## config.mk

```make
export PLATFORM = sky130hd
export DESIGN_NAME = pais_input_select
export DESIGN_NICKNAME = d
export VERILOG_FILES = /design/src/design/pais_pkg.sv /design/src/design/pais_recovery_timer.sv /design/src/design/pais_input_select.sv
export SDC_FILE = /design/constraint.sdc
export NUM_CORES = 1
export LEC_CHECK = 0
export BUFFER_PORTS_ARGS = -buffer_cell sky130_fd_sc_hd__buf_2
export CAP_MARGIN = 40
export CORE_MARGIN = 5
export CORE_UTILIZATION = 50
export DETAILED_ROUTE_END_ITERATION = 10
export PLACE_DENSITY_LB_ADDON = 0.12
export SLEW_MARGIN = 20
export SYNTH_ARGS = -nofsm -noshare
export SYNTH_HDL_FRONTEND = slang
export SYNTH_SLANG_ARGS = --single-unit
```

## constraint.sdc

```tcl
create_clock -name clk_i -period 4.3 [get_ports clk_i]
set_input_delay 0.645 -clock clk_i [delete_from_list [all_inputs] [get_ports clk_i]]
set_output_delay 0.645 -clock clk_i [all_outputs]
set_load 0.005 [all_outputs]
```

## src/design/pais_pkg.sv

```systemverilog
package pais_pkg;
    // register offsets, as printed
    localparam logic [7:0] REG_CH1_SEL    = 8'h07;
    localparam logic [7:0] REG_CH2_SEL    = 8'h08;
    localparam logic [7:0] REG_CH3_SEL    = 8'h09;
    localparam logic [7:0] REG_RECOVERY   = 8'h0a;
    localparam logic [7:0] REG_GAIN       = 8'h0b;
    localparam logic [7:0] REG_MISC       = 8'h0c;
    localparam logic [7:0] REG_CTRL       = 8'h20;
    localparam logic [7:0] REG_STATUS     = 8'h21;
    // reset values
    localparam logic [7:0] RST_SEL        = 8'h03;
    localparam logic [7:0] RST_RECOVERY   = 8'h70;
    localparam logic [7:0] RST_GAIN       = 8'h00;
    localparam logic [7:0] RST_MISC       = 8'h04;
    // field positions and masks
    localparam int         REC_LSB        = 4;
    localparam logic [7:0] REC_MASK       = 8'h70;
    localparam logic [7:0] GAIN_MASK      = 8'h07;
    localparam logic [7:0] MISC_MASK      = 8'h24;
    localparam int         MODE_BIT       = 2;
    // input select codes
    localparam logic [7:0] SEL_SMALL_IR   = 8'h00;
    localparam logic [7:0] SEL_VISIBLE    = 8'h02;
    localparam logic [7:0] SEL_LARGE_IR   = 8'h03;
    localparam logic [7:0] SEL_NO_DIODE   = 8'h06;
    localparam logic [7:0] SEL_GND        = 8'h25;
    localparam logic [7:0] SEL_TEMP       = 8'h65;
    localparam logic [7:0] SEL_VDD        = 8'h75;
    // timing: one converter clock of recovery
    localparam int         CLK_PERIOD_PS  = 25000;
    localparam int         ADC_CLK_PS     = 50000;
    localparam int         ADC_CLK_CYC    = (ADC_CLK_PS + CLK_PERIOD_PS - 1) / CLK_PERIOD_PS;
    localparam int         CNT_W          = 20;

    typedef enum logic [2:0] {
        PAIS_IN_SMALL_IR,
        PAIS_IN_LARGE_IR,
        PAIS_IN_VISIBLE,
        PAIS_IN_NONE,
        PAIS_IN_GND,
        PAIS_IN_TEMP,
        PAIS_IN_VDD,
        PAIS_IN_UNDEF
    } pais_input_e;

    typedef struct packed {
        logic [7:0] addr;
        logic [7:0] wdata;
        logic       wr;
        logic       rd;
    } pais_bus_s;

    typedef struct packed {
        logic [1:0]  channel;
        pais_input_e route;
        logic        led_enable;
        logic        raw_mode;
        logic [2:0]  gain;
    } pais_conv_s;
endpackage : pais_pkg

```

## src/design/pais_recovery_timer.sv

```systemverilog
`timescale 1ns/1ps
// counts converter clocks of recovery, stretched by the gain exponent
module pais_recovery_timer (
    input  wire logic                      clk_i,
    input  wire logic                      rst_n_i,
    input  wire logic                      start_i,
    input  wire logic [2:0]                code_i,
    input  wire logic [2:0]                gain_i,
    output logic                           done_o
);
    logic [pais_pkg::CNT_W-1:0] count;
    logic                       busy;
    logic [pais_pkg::CNT_W-1:0] adc_clocks;
    logic [pais_pkg::CNT_W-1:0] load_value;

    // code n gives 2^(n+2)-1 clocks, except code 0 gives 1
    assign adc_clocks = (code_i == 3'h0) ? pais_pkg::CNT_W'(1)
                      : pais_pkg::CNT_W'((32'h1 << (32'(code_i) + 32'h2)) - 32'h1);
    // each clock is 50 ns = ADC_CLK_CYC system cycles, times 2^gain
    assign load_value = pais_pkg::CNT_W'((32'(adc_clocks) * 32'(pais_pkg::ADC_CLK_CYC)) << gain_i);

    // down counter; done pulses one cycle after the last count
    always_ff @(posedge clk_i or negedge rst_n_i)
    begin
        if (!rst_n_i)
        begin
            count  <= '0;
            busy   <= 1'b0;
            done_o <= 1'b0;
        end
        else
        begin
            done_o <= busy && (count == pais_pkg::CNT_W'(1));
            if (start_i)
            begin
                count <= load_value;
                busy  <= 1'b1;
            end
            else if (busy)
            begin
                count <= count - pais_pkg::CNT_W'(1);
                busy  <= (count != pais_pkg::CNT_W'(1));
            end
        end
    end
endmodule : pais_recovery_timer

```

## src/design/pais_input_select.sv

```systemverilog
// Added by the designer: strobed register access.
`timescale 1ns/1ps
module pais_input_select (
    input  wire logic       clk_i,
    input  wire logic       rst_n_i,
    input  wire logic [7:0] addr_i,
    input  wire logic [7:0] wdata_i,
    input  wire logic       wr_i,
    input  wire logic       rd_i,
    input  wire logic [2:0] conv_req_i,
    input  wire logic       conv_done_i,
    output logic [7:0]      rdata_o,
    output logic            conv_start_o,
    output logic [1:0]      conv_channel_o,
    output logic [2:0]      conv_route_o,
    output logic            led_enable_o,
    output logic            raw_mode_o,
    output logic [2:0]      gain_exponent_o,
    output logic [19:0]     integration_cycles_o,
    output logic            recovering_o,
    output logic            busy_o
);
    typedef enum logic [1:0] {
        PAIS_IDLE,
        PAIS_RECOVER,
        PAIS_CONVERT
    } pais_state_e;

    pais_pkg::pais_bus_s  bus;
    pais_pkg::pais_conv_s next_conv;
    pais_state_e          state;
    logic [7:0]           ch_sel [3];
    logic [7:0]           recovery;
    logic [7:0]           gain_reg;
    logic [7:0]           misc;
    logic [7:0]           ctrl;
    logic [1:0]           active_ch;
    logic [7:0]           next_rdata;
    logic                 normal_mode;
    logic                 rec_done;
    logic                 pick_valid;
    logic [1:0]           pick_ch;
    logic                 start_pulse;
    logic                 in_idle;
    logic                 in_recover;
    logic                 in_convert;
    logic [19:0]          next_integration;

    assign bus = '{addr: addr_i, wdata: wdata_i, wr: wr_i, rd: rd_i};

    // maps a stored select code to a converter input
    function automatic pais_pkg::pais_input_e decode_sel(input logic [7:0] code, input logic normal);
        pais_pkg::pais_input_e r;
        r = pais_pkg::PAIS_IN_UNDEF;
        if (code == pais_pkg::SEL_LARGE_IR)
            r = pais_pkg::PAIS_IN_LARGE_IR;
        else if (code == pais_pkg::SEL_SMALL_IR)
            r = pais_pkg::PAIS_IN_SMALL_IR;
        else if (!normal && code == pais_pkg::SEL_VISIBLE)
            r = pais_pkg::PAIS_IN_VISIBLE;
        else if (!normal && code == pais_pkg::SEL_NO_DIODE)
            r = pais_pkg::PAIS_IN_NONE;
        else if (!normal && code == pais_pkg::SEL_GND)
            r = pais_pkg::PAIS_IN_GND;
        else if (!normal && code == pais_pkg::SEL_TEMP)
            r = pais_pkg::PAIS_IN_TEMP;
        else if (!normal && code == pais_pkg::SEL_VDD)
            r = pais_pkg::PAIS_IN_VDD;
        return r;
    endfunction : decode_sel

    assign normal_mode = misc[pais_pkg::MODE_BIT];

    // sequencer phase decodes, shared by the start logic and the output flops
    assign in_idle    = (state == PAIS_IDLE);
    assign in_recover = (state == PAIS_RECOVER);
    assign in_convert = (state == PAIS_CONVERT);

    // lowest requested channel wins when several ask at once
    assign pick_valid = |conv_req_i;
    assign pick_ch    = conv_req_i[0] ? 2'd0 : (conv_req_i[1] ? 2'd1 : 2'd2);
    assign start_pulse = in_idle && pick_valid;

    // all three channels decode through the same code set
    assign next_conv.channel    = active_ch;
    assign next_conv.route      = decode_sel(ch_sel[active_ch], normal_mode);
    assign next_conv.led_enable = normal_mode;
    assign next_conv.raw_mode   = !normal_mode;
    assign next_conv.gain       = gain_reg[2:0];

    // one converter clock stretched by 2^gain; fits 20 bits even at gain 7
    assign next_integration = 20'(32'(pais_pkg::ADC_CLK_CYC) << next_conv.gain);

    // read mux; unmapped offsets read zero
    always_comb
    begin
        next_rdata = 8'h00;
        unique case (bus.addr)
            pais_pkg::REG_CH1_SEL:  next_rdata = ch_sel[0];
            pais_pkg::REG_CH2_SEL:  next_rdata = ch_sel[1];
            pais_pkg::REG_CH3_SEL:  next_rdata = ch_sel[2];
            pais_pkg::REG_RECOVERY: next_rdata = recovery;
            pais_pkg::REG_GAIN:     next_rdata = gain_reg;
            pais_pkg::REG_MISC:     next_rdata = misc;
            pais_pkg::REG_CTRL:     next_rdata = ctrl;
            pais_pkg::REG_STATUS:   next_rdata = {4'h0, 2'(state), active_ch};
            default:                next_rdata = 8'h00;
        endcase
    end

    // register writes; undocumented codes stored as written
    // reserved bits of recovery, gain and misc are masked on write so they read back as zero; ctrl keeps all written bits
    always_ff @(posedge clk_i or negedge rst_n_i)
    begin
        if (!rst_n_i)
        begin
            ch_sel[0] <= pais_pkg::RST_SEL;
            ch_sel[1] <= pais_pkg::RST_SEL;
            ch_sel[2] <= pais_pkg::RST_SEL;
            recovery  <= pais_pkg::RST_RECOVERY;
            gain_reg  <= pais_pkg::RST_GAIN;
            misc      <= pais_pkg::RST_MISC;
            ctrl      <= 8'h00;
            rdata_o   <= 8'h00;
        end
        else
        begin
            rdata_o <= bus.rd ? next_rdata : 8'h00;
            if (bus.wr)
            begin
                unique case (bus.addr)
                    pais_pkg::REG_CH1_SEL:  ch_sel[0] <= bus.wdata;
                    pais_pkg::REG_CH2_SEL:  ch_sel[1] <= bus.wdata;
                    pais_pkg::REG_CH3_SEL:  ch_sel[2] <= bus.wdata;
                    pais_pkg::REG_RECOVERY: recovery  <= bus.wdata & pais_pkg::REC_MASK;
                    pais_pkg::REG_GAIN:     gain_reg  <= bus.wdata & pais_pkg::GAIN_MASK;
                    pais_pkg::REG_MISC:     misc      <= bus.wdata & pais_pkg::MISC_MASK;
                    pais_pkg::REG_CTRL:     ctrl      <= bus.wdata;
                    default:                ;
                endcase
            end
        end
    end

    // recovery delay before every conversion
    pais_recovery_timer u_timer (
        .clk_i   (clk_i),
        .rst_n_i (rst_n_i),
        .start_i (start_pulse),
        .code_i  (recovery[pais_pkg::REC_LSB +: 3]),
        .gain_i  (gain_reg[2:0]),
        .done_o  (rec_done)
    );

    // sequencer: idle -> recover -> convert -> idle
    always_ff @(posedge clk_i or negedge rst_n_i)
    begin
        if (!rst_n_i)
        begin
            state     <= PAIS_IDLE;
            active_ch <= 2'd0;
        end
        else
        begin
            unique case (state)
                PAIS_IDLE:
                    if (pick_valid)
                    begin
                        state     <= PAIS_RECOVER;
                        active_ch <= pick_ch;
                    end
                PAIS_RECOVER:
                    if (rec_done)
                        state <= PAIS_CONVERT;
                PAIS_CONVERT:
                    if (conv_done_i)
                        state <= PAIS_IDLE;
            endcase
        end
    end

    // conversion outputs registered; LED only during normal-mode conversion
    // integration resets to its gain-zero length so it agrees with the gain register
    always_ff @(posedge clk_i or negedge rst_n_i)
    begin
        if (!rst_n_i)
        begin
            conv_start_o         <= 1'b0;
            conv_channel_o       <= 2'd0;
            conv_route_o         <= 3'(pais_pkg::PAIS_IN_LARGE_IR);
            led_enable_o         <= 1'b0;
            raw_mode_o           <= 1'b0;
            gain_exponent_o      <= 3'h0;
            integration_cycles_o <= 20'(pais_pkg::ADC_CLK_CYC);
            recovering_o         <= 1'b0;
            busy_o               <= 1'b0;
        end
        else
        begin
            conv_start_o         <= in_recover && rec_done;
            conv_channel_o       <= next_conv.channel;
            conv_route_o         <= 3'(next_conv.route);
            led_enable_o         <= next_conv.led_enable && in_convert;
            raw_mode_o           <= next_conv.raw_mode;
            gain_exponent_o      <= next_conv.gain;
            integration_cycles_o <= next_integration;
            recovering_o         <= in_recover;
            busy_o               <= !in_idle;
        end
    end
endmodule : pais_input_select

```

==> run summary <==
Share of the synthesized netlist area taken by xor and xnor gates: 0.0283. The core region is 10,900 µm². The commonest cells after synthesis are sky130_fd_sc_hd__dfrtp_1 (83), sky130_fd_sc_hd__nor2_1 (48), sky130_fd_sc_hd__nand2_1 (41).

The global-route congestion overflow total is 0, and the worst clock skew is 0.0101 ns. The largest net degree at the start of global routing was 55; the layout cell share with drive strength beyond 1 was 0.232. The count of final setup violators came out at 0. Worst hold path class: in -> async.

The max-slew violation count is 0. The number of placed I/O pins is 65. Yosys mapped a number of flops with a built-in enable equal to 0. For the worst setup path, the data required time is 4.58 ns. The die is 116 µm tall. The tools report the total of fill cells in the finished design as 990. The adder and majority cell fraction of the synthesized area is 0.0157.

The first global-routing pass estimated 24.5 mm of wire. The share of the synthesized area in compound gates (AO/OA/AOI/OAI) is 0.176. The worst setup path is captured at a flip-flop.

The area share of the largest cell type after synthesis was 0.373; the antenna diode instance count was 0. The final routed wire length divided by cell count came out at 19.9 µm. Post-CTS setup repair buffer count: 0. CTS placed an instance of sky130_fd_sc_hd__clkbuf_8 at the clock tree root. The fraction of registers with async set/reset works out to 1.00. For the yosys synthesis warning count, the log shows 0. In this run the mean area of a mapped cell was 9.84 µm².

Counting flops per register, the top entry is ch_sel. The number of flip-flops in the largest register came out at 24. The cell type contributing the most total cell area after synthesis was sky130_fd_sc_hd__dfrtp_1. In this run the deepest clock path goes through 2 buffers. The worst-path maximum fanout is 15, and the accumulated negative setup slack is 0 ns.

Buffers placed on the I/O ports in this run total 52. The tools report the final-stage net count as 634. Ranked by total cell area, the synthesized netlist is headed by sky130_fd_sc_hd__dfrtp_1 (37%), sky130_fd_sc_hd__mux2_2 (7.9%), sky130_fd_sc_hd__dfstp_2 (5.7%). For this block, the routed nets add up to 14.9 mm of wire.

After clock tree synthesis, the flow added hold-fix buffers numbering 0. The tools report the worst hold slack across all endpoints as 0.115 ns. The design draws 2.65 mW. The ratio of routed vias to standard cells works out to 6.25. The flow ran to the end, and the final reports show no timing, DRC or antenna violations. In the synthesized netlist the dominant register cell turns out to be sky130_fd_sc_hd__dfrtp_1. The worst endpoint data arrival time is 3.91 ns. The largest registers in the layout are ch_sel: 24 flops, u_timer.count: 20 flops. Summed over all cells, the static leakage comes to 2.76 nW.

The worst setup path is of the reg -> reg kind. The logs give 38 for the placement row count and 0.38 ns for the clock latency reported for the late side of the worst-skew pair. The largest vdd supply drop is 0.272 mV.

The mapped netlist covers 5570 µm². The cell count after synthesis came out at 566. Once detailed placement completed, the half-perimeter wirelength came to 10.5 mm. Die boundary width: 116 µm. The tools report the H-tree level count as 3. The initial antenna violation count was 0.

The post-route fraction of the period consumed by the critical path was 0.844. The number of synthesized register bits was 95. After synthesis, the largest family of logic cells by area is simple AND/OR/NAND/NOR gates. Post-cts repair resize count: 0. Clock-pin slew was measured on the worst setup and hold paths at 0.10 ns. Most used standard cell by instance count after synthesis: sky130_fd_sc_hd__dfrtp_1. For the first-iteration detailed-routing DRC count, the log shows 426. The total DRC errors in the routed layout is 0. The die covers 13,400 µm².

In this run, distinct cell masters in the synthesized netlist total 75. The share of synthesized area spent on multiplexers is 0.115, and the final hold violation count is 0. For this design the ratio of total power to cell area is 434 nW/µm².

Timing would allow up to 275 MHz. Before CTS, the worst setup slack after placement is 0.801 ns. The starting density of the core is 0.512, and the weighted congestion at the end of routability-driven global placement is 0.861. At the pin with the least slew margin, the transition time is 0.732 ns.

The run gives 7 as the number of detailed-route iterations in the first pass. TritonCTS built the clock tree. The element type at the critical path start is a flip-flop.

In this run, CTS created clock tree buffers numbering 9. Simple-gate share of the synthesized area: 0.182. The clock period minus worst slack was 3.63 ns.

The tools report the via count of the routed design as 4,676. The tools report the max-capacitance violation count as 0. The global-route usage over all layers is 0.233, and the number of nets with antenna violations after detailed routing is 0. Setup repair after global routing left no endpoint under its margin. The share of synthesized area occupied by flip-flops and latches was 0.429; the worst setup slack after layout was 0.670 ns. The run gives 4,629 as the via count of the first global-routing pass.

The number of clock sinks is 95, and the growth of design area from synthesis to finish is 9.75%. The worst slew margin relative to its limit came out at 0.504.
==> power breakdown <==
group / switching [mW] / total, mW / internal [mW]
sequential: 0.165 / 1.21 / 1.04
combinational: 0.477 / 0.834 / 0.357
clock: 0.339 / 0.612 / 0.272
==> metal layers <==
| layer | routed length (µm) | vias up | track usage |
|---|---|---|---|
| met2 | 6440 | 192 | 0.334 |
| li1 | - | 2156 | - |
| met3 | 1050 | 19 | 0.0444 |
| met1 | 7180 | 2309 | 0.350 |
| met5 | 0 | - | 0 |
| met4 | 235 | 0 | 0.0806 |
==> path summary, 6_finish.rpt <==
check / from / endpoint / slack (ns) / cells after the start
setup / recovery: recovery[6] / u_timer.count[14] / 0.67 / 8
hold / removal: rst_n_i / integration_cycles_o[7] / 0.12 / 1
setup reg to reg: recovery[6] / u_timer.count[14] / 0.67 / 8
hold reg to reg: gain_reg[1] / integration_cycles_o[1] / 0.50 / 1
max in group asynchronous: rst_n_i / ch_sel[1] / 3.19 / 3
min in group clk_i: conv_req_i[0] / active_ch[0] / 0.49 / 2
==> cell usage in the layout (no fill, tap or decap), types with 6 or more instances in the layout <==
master and instances:
sky130_fd_sc_hd__xor2_1 9, sky130_fd_sc_hd__buf_2 51, sky130_fd_sc_hd__a21oi_1 23, sky130_fd_sc_hd__a22oi_1 10
sky130_fd_sc_hd__xnor2_1 9, sky130_fd_sc_hd__ha_1 7, sky130_fd_sc_hd__clkbuf_8 9, sky130_fd_sc_hd__a2bb2oi_1 7
sky130_fd_sc_hd__nor2b_1 10, sky130_fd_sc_hd__o221ai_1 6, sky130_fd_sc_hd__a31oi_1 10, sky130_fd_sc_hd__a221oi_1 9
sky130_fd_sc_hd__nor3_1 18, sky130_fd_sc_hd__dfstp_2 12, sky130_fd_sc_hd__conb_1 12, sky130_fd_sc_hd__o211ai_1 6
sky130_fd_sc_hd__o22ai_1 6, sky130_fd_sc_hd__nand2_1 41, sky130_fd_sc_hd__mux2_2 39, sky130_fd_sc_hd__nor2_1 48
sky130_fd_sc_hd__mux2i_1 12, sky130_fd_sc_hd__inv_1 16, sky130_fd_sc_hd__buf_4 10, sky130_fd_sc_hd__o21ai_0 14
sky130_fd_sc_hd__nand3_1 18, sky130_fd_sc_hd__dfrtp_1 83, sky130_fd_sc_hd__mux2_1 7
==> critical path, stage by stage, from the launching register on <==
cell and delay, ns:
sky130_fd_sc_hd__dfstp_2 0.66, sky130_fd_sc_hd__ha_1 0.28, sky130_fd_sc_hd__or4b_2 0.69, sky130_fd_sc_hd__ha_1 0.39
sky130_fd_sc_hd__nor3b_1 0.50, sky130_fd_sc_hd__a21oi_1 0.13, sky130_fd_sc_hd__a221oi_1 0.52, sky130_fd_sc_hd__a21oi_1 0.14
sky130_fd_sc_hd__a221oi_1 0.22
==> final cells by class <==
cell class                      instances  area [µm²]  share of cell area
Multi-Input combinational cell        417        2920               0.478
Sequential cell                        95        2390               0.391
Timing Repair Buffer                   63         365              0.0598
Tap cell                              140         175              0.0286
Clock buffer                           10         128              0.0209
Clock inverter                          6        68.8              0.0113
Inverter                               17        63.8              0.0104
==> through the flow <==
stage | util | instance area, µm² | std cells
final | 0.562 | 6110 | 748
after CTS | 0.561 | 6110 | 747
after detailed placement | 0.543 | 5910 | 731
after global placement | 0.540 | 5880 | 730
after floorplan | - | 5610 | 577
after global routing | 0.562 | 6110 | 748
==> logic make-up (layout without fill, tap and decap cells) <==
kind of cell | Yosys count | count (layout)
compound gates | 135 | 135
xor+xnor | 18 | 18
fa+ha+maj | 7 | 7
buf+inv | 65 | 96
flops | 95 | 95
mux | 58 | 58
other cells | 1 | 12
simple gates | 187 | 187
No activity file was read; power rests on OpenSTA's default activity.
